## src/logic/acir_pkg.sv

```systemverilog
// constants, types and register map of the accelerometer control and irq registers
// assumes a 25 MHz core clock shared by the host port and the sensing core
package acir_pkg;

  // ==========================================================================
  // clock and timing
  localparam int unsigned CLK_HZ = 25_000_000;
  localparam int unsigned CLK_PERIOD_NS = 40;
  // slowest wake evaluation rate, in millihertz
  localparam int unsigned WAKE_RATE_MIN_MHZ = 781;
  localparam int unsigned WAKE_BASE_CYCLES =
    int'((longint'(CLK_HZ) * 1000) / WAKE_RATE_MIN_MHZ);
  // irq pulse width, least time rounded up
  localparam int unsigned IRQ_PULSE_MIN_NS = 30_000;
  localparam int unsigned IRQ_PULSE_MAX_NS = 50_000;
  localparam int unsigned IRQ_PULSE_CYCLES =
    (IRQ_PULSE_MIN_NS + CLK_PERIOD_NS - 1) / CLK_PERIOD_NS;

  // ==========================================================================
  // register offsets
  localparam logic [7:0] ADDR_SELFTEST_RESP = 8'h0c;
  localparam logic [7:0] ADDR_DIR_SRC = 8'h17;
  localparam logic [7:0] ADDR_STATUS = 8'h18;
  localparam logic [7:0] ADDR_RELEASE = 8'h1a;
  localparam logic [7:0] ADDR_MAIN = 8'h1b;
  localparam logic [7:0] ADDR_SEC = 8'h1d;
  localparam logic [7:0] ADDR_PIN = 8'h1e;
  localparam logic [7:0] ADDR_DIR_EN = 8'h1f;

  // ==========================================================================
  // reset values and writable masks
  localparam logic [7:0] MAIN_RST = 8'h00;
  localparam logic [7:0] MAIN_WR_MASK = 8'hfa;
  localparam logic [2:0] SEC_RATE_RST = 3'h0;
  localparam logic [7:0] PIN_RST = 8'h10;
  localparam logic [7:0] PIN_WR_MASK = 8'h38;
  localparam logic [5:0] DIR_EN_RST = 6'h3f;
  localparam logic [7:0] SELFTEST_IDLE = 8'h55;
  localparam logic [7:0] SELFTEST_FORCED = 8'haa;

  // ==========================================================================
  // field positions
  localparam int unsigned MAIN_RUN_BIT = 7;
  localparam int unsigned MAIN_PERF_BIT = 6;
  localparam int unsigned MAIN_NEWS_BIT = 5;
  localparam int unsigned MAIN_RANGE_LSB = 3;
  localparam int unsigned MAIN_WAKE_BIT = 1;
  localparam int unsigned SEC_REBOOT_BIT = 7;
  localparam int unsigned SEC_SELFTEST_BIT = 4;
  localparam int unsigned PIN_ON_BIT = 5;
  localparam int unsigned PIN_POL_BIT = 4;
  localparam int unsigned PIN_PULSE_BIT = 3;
  localparam int unsigned STATUS_INT_BIT = 4;

  // ==========================================================================
  // types
  typedef struct packed {
    logic wr;
    logic rd;
    logic [7:0] addr;
    logic [7:0] wdata;
  } acir_bus_type;

  typedef enum logic [1:0] {
    RANGE_2G = 2'b00,
    RANGE_4G = 2'b01,
    RANGE_8G = 2'b10,
    RANGE_8G_EXT = 2'b11
  } acir_range_type;

  typedef enum logic [1:0] {
    PIN_IDLE = 2'b00,
    PIN_PULSE = 2'b01,
    PIN_LATCH = 2'b10,
    PIN_SPENT = 2'b11
  } acir_pin_state_type;

endpackage

```

## src/logic/acir_wake.sv

```systemverilog
// wake-up engine: rate divider and motion persistence counter
// assumes masked motion levels come from the sensing core on the same clock
`timescale 1ns/100ps
module acir_wake
  import acir_pkg::*;
#(
  parameter int unsigned p_base_cycles = WAKE_BASE_CYCLES
) (
  input wire logic i_core_clk,
  input wire logic i_rst_b,
  input wire logic i_run,
  input wire logic [2:0] i_rate,
  input wire logic [7:0] i_count,
  input wire logic [5:0] i_motion,
  output logic o_event,
  output logic [5:0] o_dir
);

  logic [25:0] div_q, div_d;
  logic [7:0] pers_q, pers_d;
  logic fired_q, fired_d;
  logic evt_q, evt_d;
  logic [5:0] dir_q, dir_d;
  logic [25:0] period;
  logic tick;
  logic [7:0] need;

  // ==========================================================================
  // evaluation rate and persistence
  always_comb begin
    period = 26'(p_base_cycles >> i_rate); // RULE15
    tick = (div_q >= period - 26'h1);
    need = (i_count == 8'h00) ? 8'h01 : i_count;
    div_d = tick ? 26'h0 : div_q + 26'h1;
    pers_d = pers_q;
    fired_d = fired_q;
    evt_d = 1'b0;
    dir_d = dir_q;
    if (!i_run) begin
      div_d = 26'h0;
      pers_d = 8'h00;
      fired_d = 1'b0;
    end else if (tick) begin
      if (|i_motion) begin
        if (!fired_q) begin
          pers_d = pers_q + 8'h01;
          if (pers_q + 8'h01 >= need) begin // RULE22
            evt_d = 1'b1;
            fired_d = 1'b1;
            dir_d = i_motion;
          end
        end
      end else begin
        pers_d = 8'h00;
        fired_d = 1'b0;
      end
    end
  end

  always_ff @(posedge i_core_clk or negedge i_rst_b) begin
    if (!i_rst_b) begin
      div_q <= 26'h0;
      pers_q <= 8'h00;
      fired_q <= 1'b0;
      evt_q <= 1'b0;
      dir_q <= 6'h00;
    end else begin
      div_q <= div_d;
      pers_q <= pers_d;
      fired_q <= fired_d;
      evt_q <= evt_d;
      dir_q <= dir_d;
    end
  end

  assign o_event = evt_q;
  assign o_dir = dir_q;
endmodule

```

## src/logic/acir_pin.sv

```systemverilog
// physical interrupt pin driver: latched or one pulse, selectable polarity
// assumes event and release are one-cycle pulses on the core clock
`timescale 1ns/100ps
module acir_pin
  import acir_pkg::*;
(
  input wire logic i_core_clk,
  input wire logic i_rst_b,
  input wire logic i_event,
  input wire logic i_release,
  input wire logic i_on,
  input wire logic i_pol,
  input wire logic i_pulse_mode,
  output logic o_pin
);

  acir_pin_state_type state_q, state_d;
  logic [10:0] cnt_q, cnt_d;
  logic pin_q, pin_d;
  logic active;

  // ==========================================================================
  // pin state machine
  always_comb begin
    state_d = state_q;
    cnt_d = cnt_q;
    case (state_q)
      PIN_IDLE: begin
        cnt_d = 11'h000;
      end
      PIN_PULSE: begin
        cnt_d = cnt_q + 11'h001;
        if (cnt_q == 11'(IRQ_PULSE_CYCLES - 1)) begin // RULE18
          state_d = PIN_SPENT;
        end
      end
      PIN_LATCH: begin
        cnt_d = 11'h000;
      end
      PIN_SPENT: begin
        cnt_d = 11'h000;
      end
      default: begin
        state_d = PIN_IDLE;
        cnt_d = 11'h000;
      end
    endcase
    if (i_release) begin // RULE18
      state_d = PIN_IDLE;
      cnt_d = 11'h000;
    end
    if (i_event && (state_q == PIN_IDLE || i_release)) begin // RULE23
      state_d = i_pulse_mode ? PIN_PULSE : PIN_LATCH;
      cnt_d = 11'h000;
    end
    active = i_on && (state_d == PIN_PULSE || state_d == PIN_LATCH); // RULE16
    pin_d = active ? i_pol : ~i_pol; // RULE17
  end

  always_ff @(posedge i_core_clk or negedge i_rst_b) begin
    if (!i_rst_b) begin
      state_q <= PIN_IDLE;
      cnt_q <= 11'h000;
      pin_q <= PIN_RST[PIN_POL_BIT] ? 1'b0 : 1'b1;
    end else begin
      state_q <= state_d;
      cnt_q <= cnt_d;
      pin_q <= pin_d;
    end
  end

  assign o_pin = pin_q;
endmodule

```

## src/logic/acir_regs.sv

```systemverilog
// control and interrupt register bank of a three-axis accelerometer
// assumes a serial slave front end that gives one-cycle read and write strobes
// How it works
// [RULE1] motion source: six direction flags, top bits zero
// [RULE2] release read clears all direction flags
// [RULE3] status bit 4 shows combined source flag
// [RULE4] data read or release read clears status
// [RULE5] release read clears sources and pin
// [RULE6] main bit 7 selects standby or run
// [RULE7] main bit 6 selects low or high current
// [RULE8] main bit 5 lets new samples interrupt
// [RULE9] main bits 4:3 select full scale range
// [RULE10] range 11 gives 14-bit only at full power
// [RULE11] main bit 1 enables motion wake function
// [RULE12] host enters standby before changing settings
// [RULE13] reboot bit reads one until reboot done
// [RULE14] self-test bit forces response aa until read
// [RULE15] secondary bits 2:0 set wake evaluation rate
// [RULE16] pin control bit 5 enables the pin
// [RULE17] pin control bit 4 sets pin polarity
// [RULE18] pin control bit 3 selects latch or pulse
// [RULE19] direction enables gate motion, reset all on
// [RULE20] new sample flag set on data, read-cleared
// [RULE21] wake flag set on motion, release-cleared
// [RULE22] wake fires after motion persists programmed count
// [RULE23] enabled pin asserts when status becomes set; in pulse mode it pulses once, then stays inactive until a release read
`timescale 1ns/100ps
module acir_regs
  import acir_pkg::*;
#(
  parameter int unsigned p_wake_base_cycles = WAKE_BASE_CYCLES
) (
  input wire logic i_core_clk,
  input wire logic i_rst_b,
  input wire acir_bus_type i_bus,
  input wire logic i_sample_new,
  input wire logic i_out_data_rd,
  input wire logic [5:0] i_motion,
  input wire logic [7:0] i_wake_count,
  input wire logic i_reboot_done,
  output logic [7:0] o_rdata,
  output logic o_run,
  output logic o_perf_high,
  output logic [1:0] o_range,
  output logic o_ext_res,
  output logic o_wake_on,
  output logic [2:0] o_wake_rate,
  output logic o_reboot_busy,
  output logic o_irq_pin
);

  // ==========================================================================
  // address decode
  function automatic logic hit(input acir_bus_type bus, input logic [7:0] off);
    hit = (bus.addr == off);
  endfunction

  logic [7:0] main_q, main_d;
  logic reboot_q, reboot_d;
  logic selftest_q, selftest_d;
  logic [2:0] rate_q, rate_d;
  logic [7:0] pin_q, pin_d;
  logic [5:0] dir_en_q, dir_en_d;
  logic new_q, new_d;
  logic wake_q, wake_d;
  logic [5:0] dir_q, dir_d;
  logic status_q, status_d;
  logic [7:0] rdata_q, rdata_d;
  logic ext_q, ext_d;
  logic wr_main, wr_sec, wr_pin, wr_dir_en;
  logic rd_release, rd_selftest, data_rd;
  logic new_set, status_set;
  logic wake_evt;
  logic [5:0] wake_dir;
  logic [5:0] dir_set;
  logic [5:0] motion_gated;
  logic wake_run;

  // ==========================================================================
  // strobes
  always_comb begin
    wr_main = i_bus.wr && hit(i_bus, ADDR_MAIN);
    wr_sec = i_bus.wr && hit(i_bus, ADDR_SEC);
    wr_pin = i_bus.wr && hit(i_bus, ADDR_PIN);
    wr_dir_en = i_bus.wr && hit(i_bus, ADDR_DIR_EN);
    rd_release = i_bus.rd && hit(i_bus, ADDR_RELEASE);
    rd_selftest = i_bus.rd && hit(i_bus, ADDR_SELFTEST_RESP);
    data_rd = i_out_data_rd;
  end

  // ==========================================================================
  // wake-up engine
  assign wake_run = main_q[MAIN_RUN_BIT] && main_q[MAIN_WAKE_BIT]; // RULE11
  assign motion_gated = i_motion & dir_en_q; // RULE19

  acir_wake #(
    .p_base_cycles(p_wake_base_cycles)
  ) u_wake (
    .i_core_clk(i_core_clk),
    .i_rst_b(i_rst_b),
    .i_run(wake_run),
    .i_rate(rate_q),
    .i_count(i_wake_count),
    .i_motion(motion_gated),
    .o_event(wake_evt),
    .o_dir(wake_dir)
  );

  // ==========================================================================
  // direction flags, one per axis and sign
  genvar gi;
  generate
    for (gi = 0; gi < 6; gi++) begin : g_dir
      assign dir_set[gi] = wake_evt && wake_dir[gi];
      // set wins over the release read
      assign dir_d[gi] = dir_set[gi] || (dir_q[gi] && !rd_release); // RULE2
    end
  endgenerate

  // ==========================================================================
  // control and source next state
  always_comb begin
    main_d = main_q;
    reboot_d = reboot_q;
    selftest_d = selftest_q;
    rate_d = rate_q;
    pin_d = pin_q;
    dir_en_d = dir_en_q;
    if (wr_main) begin
      main_d = i_bus.wdata & MAIN_WR_MASK; // RULE6
    end
    if (i_reboot_done) begin
      reboot_d = 1'b0;
    end
    if (wr_sec && i_bus.wdata[SEC_REBOOT_BIT]) begin
      reboot_d = 1'b1; // RULE13
    end
    if (rd_selftest) begin
      selftest_d = 1'b0;
    end
    if (wr_sec && i_bus.wdata[SEC_SELFTEST_BIT]) begin
      selftest_d = 1'b1; // RULE14
    end
    if (wr_sec) begin
      rate_d = i_bus.wdata[2:0]; // RULE15
    end
    if (wr_pin) begin
      pin_d = i_bus.wdata & PIN_WR_MASK; // RULE16
    end
    if (wr_dir_en) begin
      dir_en_d = i_bus.wdata[5:0]; // RULE19
    end
    new_set = i_sample_new && main_q[MAIN_RUN_BIT] && main_q[MAIN_NEWS_BIT]; // RULE8
    new_d = new_set || (new_q && !data_rd && !rd_release); // RULE20
    wake_d = wake_evt || (wake_q && !rd_release); // RULE21
    status_set = new_set || wake_evt;
    status_d = status_set || (status_q && !data_rd && !rd_release); // RULE4
    ext_d = main_d[MAIN_PERF_BIT] &&
      (main_d[MAIN_RANGE_LSB +: 2] == RANGE_8G_EXT); // RULE10
  end

  // ==========================================================================
  // read mux
  always_comb begin
    rdata_d = rdata_q;
    if (i_bus.rd) begin
      case (i_bus.addr)
        ADDR_SELFTEST_RESP: rdata_d = selftest_q ? SELFTEST_FORCED : SELFTEST_IDLE; // RULE14
        ADDR_DIR_SRC: rdata_d = {2'b00, dir_q}; // RULE1
        ADDR_STATUS: rdata_d = 8'(status_q) << STATUS_INT_BIT; // RULE3
        ADDR_RELEASE: rdata_d = 8'h00; // RULE5
        ADDR_MAIN: rdata_d = main_q;
        ADDR_SEC: rdata_d = {reboot_q, 2'b00, selftest_q, 1'b0, rate_q};
        ADDR_PIN: rdata_d = pin_q;
        ADDR_DIR_EN: rdata_d = {2'b00, dir_en_q};
        default: rdata_d = 8'h00;
      endcase
    end
  end

  // ==========================================================================
  // registers
  always_ff @(posedge i_core_clk or negedge i_rst_b) begin
    if (!i_rst_b) begin
      main_q <= MAIN_RST;
      reboot_q <= 1'b0;
      selftest_q <= 1'b0;
      rate_q <= SEC_RATE_RST;
      pin_q <= PIN_RST;
      dir_en_q <= DIR_EN_RST;
      new_q <= 1'b0;
      wake_q <= 1'b0;
      dir_q <= 6'h00;
      status_q <= 1'b0;
      rdata_q <= 8'h00;
      ext_q <= 1'b0;
    end else begin
      main_q <= main_d;
      reboot_q <= reboot_d;
      selftest_q <= selftest_d;
      rate_q <= rate_d;
      pin_q <= pin_d;
      dir_en_q <= dir_en_d;
      new_q <= new_d;
      wake_q <= wake_d;
      dir_q <= dir_d;
      status_q <= status_d;
      rdata_q <= rdata_d;
      ext_q <= ext_d;
    end
  end

  // ==========================================================================
  // interrupt pin
  acir_pin u_pin (
    .i_core_clk(i_core_clk),
    .i_rst_b(i_rst_b),
    .i_event(status_set),
    .i_release(rd_release),
    .i_on(pin_q[PIN_ON_BIT]),
    .i_pol(pin_q[PIN_POL_BIT]),
    .i_pulse_mode(pin_q[PIN_PULSE_BIT]),
    .o_pin(o_irq_pin)
  );

  // ==========================================================================
  // outputs
  assign o_rdata = rdata_q;
  assign o_run = main_q[MAIN_RUN_BIT];
  assign o_perf_high = main_q[MAIN_PERF_BIT]; // RULE7
  assign o_range = main_q[MAIN_RANGE_LSB +: 2]; // RULE9
  assign o_ext_res = ext_q;
  assign o_wake_on = main_q[MAIN_WAKE_BIT];
  assign o_wake_rate = rate_q;
  assign o_reboot_busy = reboot_q;
endmodule

```

## config.mk

```make
export PLATFORM = sky130hd
export DESIGN_NAME = acir_regs
export DESIGN_NICKNAME = d
export VERILOG_FILES = /design/src/logic/acir_pkg.sv /design/src/logic/acir_wake.sv /design/src/logic/acir_pin.sv /design/src/logic/acir_regs.sv
export SDC_FILE = /design/constraint.sdc
export NUM_CORES = 1
export LEC_CHECK = 0
export ABC_AREA = 1
export BUFFER_PORTS_ARGS = -buffer_cell sky130_fd_sc_hd__buf_2
export CORE_ASPECT_RATIO = 2
export CORE_MARGIN = 2
export CORE_UTILIZATION = 35
export DETAILED_ROUTE_END_ITERATION = 8
export GPL_ROUTABILITY_DRIVEN = 0
export PLACE_DENSITY = 0.5
export SYNTH_ARGS = -nofsm -noshare
export SYNTH_HDL_FRONTEND = slang
export SYNTH_HIERARCHICAL = 1
export SYNTH_SLANG_ARGS = --single-unit
```

## constraint.sdc

```tcl
create_clock -name i_core_clk -period 3.6 [get_ports i_core_clk]
set_clock_uncertainty 0.1 [all_clocks]
set_input_delay 0.18 -clock i_core_clk [delete_from_list [all_inputs] [get_ports i_core_clk]]
set_output_delay 0.18 -clock i_core_clk [all_outputs]
set_load 0.05 [all_outputs]
```

**Word level (Yosys, flattened, before mapping)**

Index checks and enable logic that the tools add are counted.

- Bits in registers: 92
- Input port bits: 37
- Word-level logic and storage cells: 126

- Add/subtract/negate cells: 4
- Magnitude comparators: 2
- Equality and inequality tests: 17
- Shifts and indexed selects: 1
- Muxes and demuxes: 32
- Bitwise gates (word level): 3
- Reduce and logical (&&, ||, !) cells: 48

Operator list:

| operator | count |
|---|---|
| == test 8 x 5 -> 1 bit (second input constant) | 7 |
| one-hot mux 8 bit (7 select lines) | 1 |
| 2-to-1 mux 26 bit | 2 |
| 2-to-1 mux 8 bit | 6 |
| logical AND 1 bit | 28 |
| adder 26 x 1 -> 26 bit (second input constant) | 1 |
| greater-or-equal comparator 26 bit | 1 |
| >> shifter 25 x 3 -> 26 bit (first input constant) | 1 |
| subtractor 26 x 1 -> 26 bit (second input constant) | 1 |
| 2-to-1 mux 11 bit | 2 |
| one-hot mux 11 bit (2 select lines) | 1 |
| 2-to-1 mux 1 bit | 14 |
| adder 11 x 1 -> 11 bit (second input constant) | 1 |
| == test 11 x 10 -> 1 bit (second input constant) | 1 |
| logical OR 1 bit | 10 |
| 2-to-1 mux 2 bit | 5 |
| adder 8 x 1 -> 8 bit (second input constant) | 1 |
| == test 2 bit (second input constant) | 4 |
| == test 8 x 4 -> 1 bit (second input constant) | 1 |
| greater-or-equal comparator 8 bit | 1 |
| logical NOT 8 bit | 1 |
| 2-to-1 mux 7 bit | 1 |
| bitwise AND 6 bit | 1 |
| OR reduction 6 bit | 1 |
| other kinds (10) | 14 |

**Longest topological paths before layout**

- Depth in word-level cells: 9
- Depth in mapped cells: 19

**By module**

The synthesis kept the hierarchy.

Modules (own cells, without submodules):

| module | times used | cells each | area each (sq um) |
|---|---|---|---|
| acir_wake | 1 | 465 | 3455.8 |
| acir_regs | 1 | 246 | 1874.3 |
| acir_pin | 1 | 84 | 694.4 |

**Worst setup path after synthesis**

No wires, ideal clock.

- Kind: reg-to-reg
- Start point: register rate_q[2], in the netlist o_wake_rate[2]
- End point: register u_wake.div_q[11]
- Library setup time: 121 ps
- Arrival time: 3169 ps
- Slack: 210 ps
- Stages on the path, launching flop included: 18
- Buffers on the path: 2
- Clock period less this slack: 3390 ps
- Path through: dfrtp_1 -> buf_2 -> clkinv_1 -> ha_1 -> inv_1 -> o21ai_0 -> nand2_1 -> nand3_1 -> xor2_1 -> ha_1 -> nand2_1 -> a21oi_1 -> nor2_1 -> a21oi_1 -> nor2_4 -> nand3_4 -> buf_2 -> nor2_1

- Longest elaborated chain between the ends: 5

RTL lines:

| element | RTL line | text |
|---|---|---|
| start, declared | acir_regs.sv:61 | `logic [2:0] rate_q, rate_d;` |
| start signal, assigned | acir_regs.sv:201 | `rate_q <= rate_d;` |
| >> shifter 25 x 3 -> 26 bit | acir_wake.sv:31 | `period = 26'(p_base_cycles >> i_rate);` |
| subtractor 26 x 1 -> 26 bit | acir_wake.sv:32 | `tick = (div_q >= period - 26'h1);` |
| greater-or-equal comparator 26 bit | acir_wake.sv:32 |  |
| 2-to-1 mux 26 bit | acir_wake.sv:34 | `div_d = tick ? 26'h0 : div_q + 26'h1;` |
| 2-to-1 mux 26 bit | acir_wake.sv:39 | `if (!i_run) begin` |
| net u_wake.div_d[11] | acir_wake.sv:19 | `logic [25:0] div_q, div_d;` |
| end signal, assigned | acir_wake.sv:68 | `div_q <= div_d;` |
| end, declared | acir_wake.sv:19 |  |

The timed path passes the listed nets, and every way through them passes these cells.
A chain may end at the register's enable or synchronous reset.

**Worst setup path after layout**

- Start point: register rate_q[1], in the netlist o_wake_rate[1]
- End point: register u_wake.div_q[7]

Same word-level chain as after synthesis.

==> key figures <==
Floorplan
  • Die area: 18,340 um2
  • I/O pins: 56
  • FP Rows: 67
  • Starting density of the core: 35.75%
  • Die width: 96.77 um
  • Core area: 16,850 um2
  • Vert. Die Dim: 189.5 um

Global routing
  • Vias in the first global route: 5,451
  • Tot GR Track Use: 19.67%
  • Largest net degree at the start of global routing: 38
  • Initial antenna violation count: 0
  • Total grt overflow: 0
  • First-pass GRT wire length: 28,430 um

Pwr
  • Comb pwr share: 13.3%
  • Part of the power in registers: 44.1%
  • Clock group share of total power: 42.6%
  • P_leak: 3.567 nW
  • Psw: 0.6741 mW
  • Sw frac: 27.48%
  • P_int: 1.779 mW
  • Peak VDD IR: 0.0002572 V
  • Pwr/cell area: 352.2 nW/um2
  • Pwr Total: 2.453 mW

Critical path
  • Worst flop-to-flop path endpoint: u_wake/div_q[7]$_DFF_PN0_
  • Startpoint types: flop
  • Reg-to-reg startpoint: o_wake_rate[1]$_DFFE_PN0P_
  • Required @ worst endpoint: 3.76 ns
  • Worst Path Max Fanout: 14
  • Crit end category: flop
  • Worst Reg-to-Reg Cells: 16
  • WS Path Type: reg2reg
  • R2r setup slk: 0.34 ns
  • Critical path arrival: 3.43 ns

Timing
  • RSZ-0062 raised after global routing: no
  • Fin crit share: 90.66%
  • Final setup viols: 0
  • Final hold vios: 0
  • Slew @ Worst Pin: 0.6709 ns
  • Fin crit period: 3.264 ns
  • Fin. max-slew vios: 0
  • Relative slew slack: 54.86%
  • Fmax: 306.4 MHz
  • Setup TNS: 0 ns

Clocking
  • CTS tree: yes
  • CTS Hold Bufs: 11
  • Clk slew on worst S/H paths: 0.07 ns
  • Setup bufs post-CTS: 0
  • Root Driver: clkbuf_16
  • Largest buffer count on any clock path: 2
  • H-tree levels: 3
  • TritonCTS buffer count: 9
  • Clk_lat worst skew: 0.35 ns
  • Post-cts sizing count: 0
  • Clock Sinks: 92

Detailed routing
  • DRC violations left: 0
  • WL per Instance: 16.31 um
  • DR vias: 5,350
  • DRT iter0 DRCs: 202
  • Routed Antenna Nets: 0
  • Final WL: 17,600 um
  • Via density per instance: 4.958
  • Drt first pass iters: 6

Flow run
  • Max Cap Violations: 0

Logic synthesis
  • Synth area leader: dfrtp_1
  • Top-area cell type share of the netlist area: 35.31%
  • Top cells by area, synth: dfrtp_1 35%, nand2_1 12%, ha_1 9.1%
  • Synth unique cells: 44
  • YS warnings: 6
  • Post-Syn Nets: 876
  • Flops & latches, synth: 92
  • Register area share after synthesis: 38.36%
  • Mapped Area: 6025 um2
  • Syn Area/Cell: 7.578 um2
  • Cell count after synthesis: 795

Layout
  • Most common cell after layout, fill and taps aside: nand2_1
  • Ant diodes: 0
  • Most frequent cells in the layout: 197 x nand2_1, 102 x inv_1, 93 x nor2_1
  • Design area: 6964 um2
  • Area grow syn2layout: 15.60%
  • Share of layout cells above drive strength 1: 13.99%
  • Final Core Density: 41.33%
  • Final nets: 948

Placed design
  • Number of port buffers: 55
  • DP Wirelength: 14,270 um
  • Placed cell area: 6531 um2

Outcome
  • Outcome: complete, no violations

Min path
  • Hold_sp: i_bus[3]
  • Endpoint, Worst Hold: dir_en_q[3]$_DFFE_PN1P_
  • Worst hold-check path type: in2reg
  • Hold depth: 3
worst max-delay path, cell delays in order, from the launching register on:
cell	delay (ns)
dfrtp_1	0.38
inv_1	0.19
ha_1	0.36
inv_1	0.21
o21ai_0	0.19
nand2_1	0.07
nand3_1	0.10
xor2_1	0.18
ha_1	0.27
nand4_1	0.11
nor2_1	0.06
nand2_1	0.07
nand3_1	0.12
nor2_4	0.16
nand3_4	0.19
buf_4	0.26
nor3_1	0.15
flip-flops by register name (all words and copies together) (netlist names):
register and count:
u_wake/div_q 26, u_pin/cnt_q 11, o_rdata 8, u_wake/pers_q 8, dir_en_q 6, dir_q 6, main_q 6, u_wake/o_dir 6
o_wake_rate 3, pin_q 3, u_pin/state_q 2, o_ext_res 1, o_reboot_busy 1, selftest_q 1, status_q 1, u_pin/o_pin 1
u_wake/fired_q 1, u_wake/o_event 1
kinds of logic after synthesis:
logic type / synth area share, %
AO/OA/AOI/OAI: 8.515
AND/OR/NAND/NOR: 31.96
flip-flops: 38.36
buffers and inverters: 8.100
XOR/XNOR: 3.925
adder cells (fa/ha/maj): 9.138
cell type report:
class                      count  area (um2)
clock buffer                   9       225.2
clock inverter                 7       97.59
fill                        1807        9886
inverter                     108       405.4
multi-input combinational    583        3226
sequential                    92        2311
tap                          207       259.0
timing repair buffer          73       440.4
cells in the mapped netlist, drive strengths merged:
library cell / number
nor3b: 2
a211oi: 2
a31o: 1
clkinv: 2
nor3: 16
inv: 106
nand3: 58
a41o: 1
a22o: 1
a31oi: 1
nand2: 208
nor2: 106
o21bai: 1
o22ai: 1
o21a: 4
ha: 44
and2: 1
nand4: 20
o211ai: 2
a21oi: 29
clkbuf: 1
o21ai: 49
dfrtp: 85
dfstp: 7
nand3b: 3
xor2: 17
buf: 11
xnor2: 10
nor4: 4
a21o: 2
per-stage QoR:
step	setup WS (ns)	hold WS, ns	cells
3_3_place_gp	0.3906	0.08463	1052
2_1_floorplan	0.2096	-0.2156	795
6_report	0.3361	0.03887	1079
3_5_place_dp	0.3360	0.08349	1052
4_1_cts	0.2999	0.03482	1079
5_1_grt	0.02489	0.08067	1079
power by group through the flow:
stage | Clock, mW | Combinational, mW | Sequential, mW
2_1_floorplan | 0 | 0.185 | 1.11
3_3_place_gp | 0 | 0.321 | 1.10
3_5_place_dp | 0 | 0.321 | 1.10
4_1_cts | 1.07 | 0.331 | 1.08
5_1_grt | 1.11 | 0.370 | 1.08
6_report | 1.05 | 0.326 | 1.08
metal layers:
layer	up-vias	routed length, um	global-route usage [%]
li1	2723	-	-
met1	2473	6322	19.60
met2	111	9873	38.25
met3	43	466	2.902
met4	0	938	10.78
met5	-	0	0
how the worst max path moves through the flow:
stage	start	to	slack, ns	cells past startpoint
floorplan	o_wake_rate[2]$_DFFE_PN0P_	u_wake/div_q[11]$_DFF_PN0_	0.21	17
global placement	o_wake_rate[1]$_DFFE_PN0P_	u_wake/div_q[15]$_DFF_PN0_	0.39	16
detailed placement	o_wake_rate[1]$_DFFE_PN0P_	u_wake/div_q[7]$_DFF_PN0_	0.34	16
CTS	o_wake_rate[1]$_DFFE_PN0P_	u_wake/div_q[7]$_DFF_PN0_	0.30	16
global route	o_wake_rate[1]$_DFFE_PN0P_	u_wake/div_q[7]$_DFF_PN0_	0.02	16
finish	o_wake_rate[1]$_DFFE_PN0P_	u_wake/div_q[7]$_DFF_PN0_	0.34	16
No activity file was read; power rests on OpenSTA's default activity.
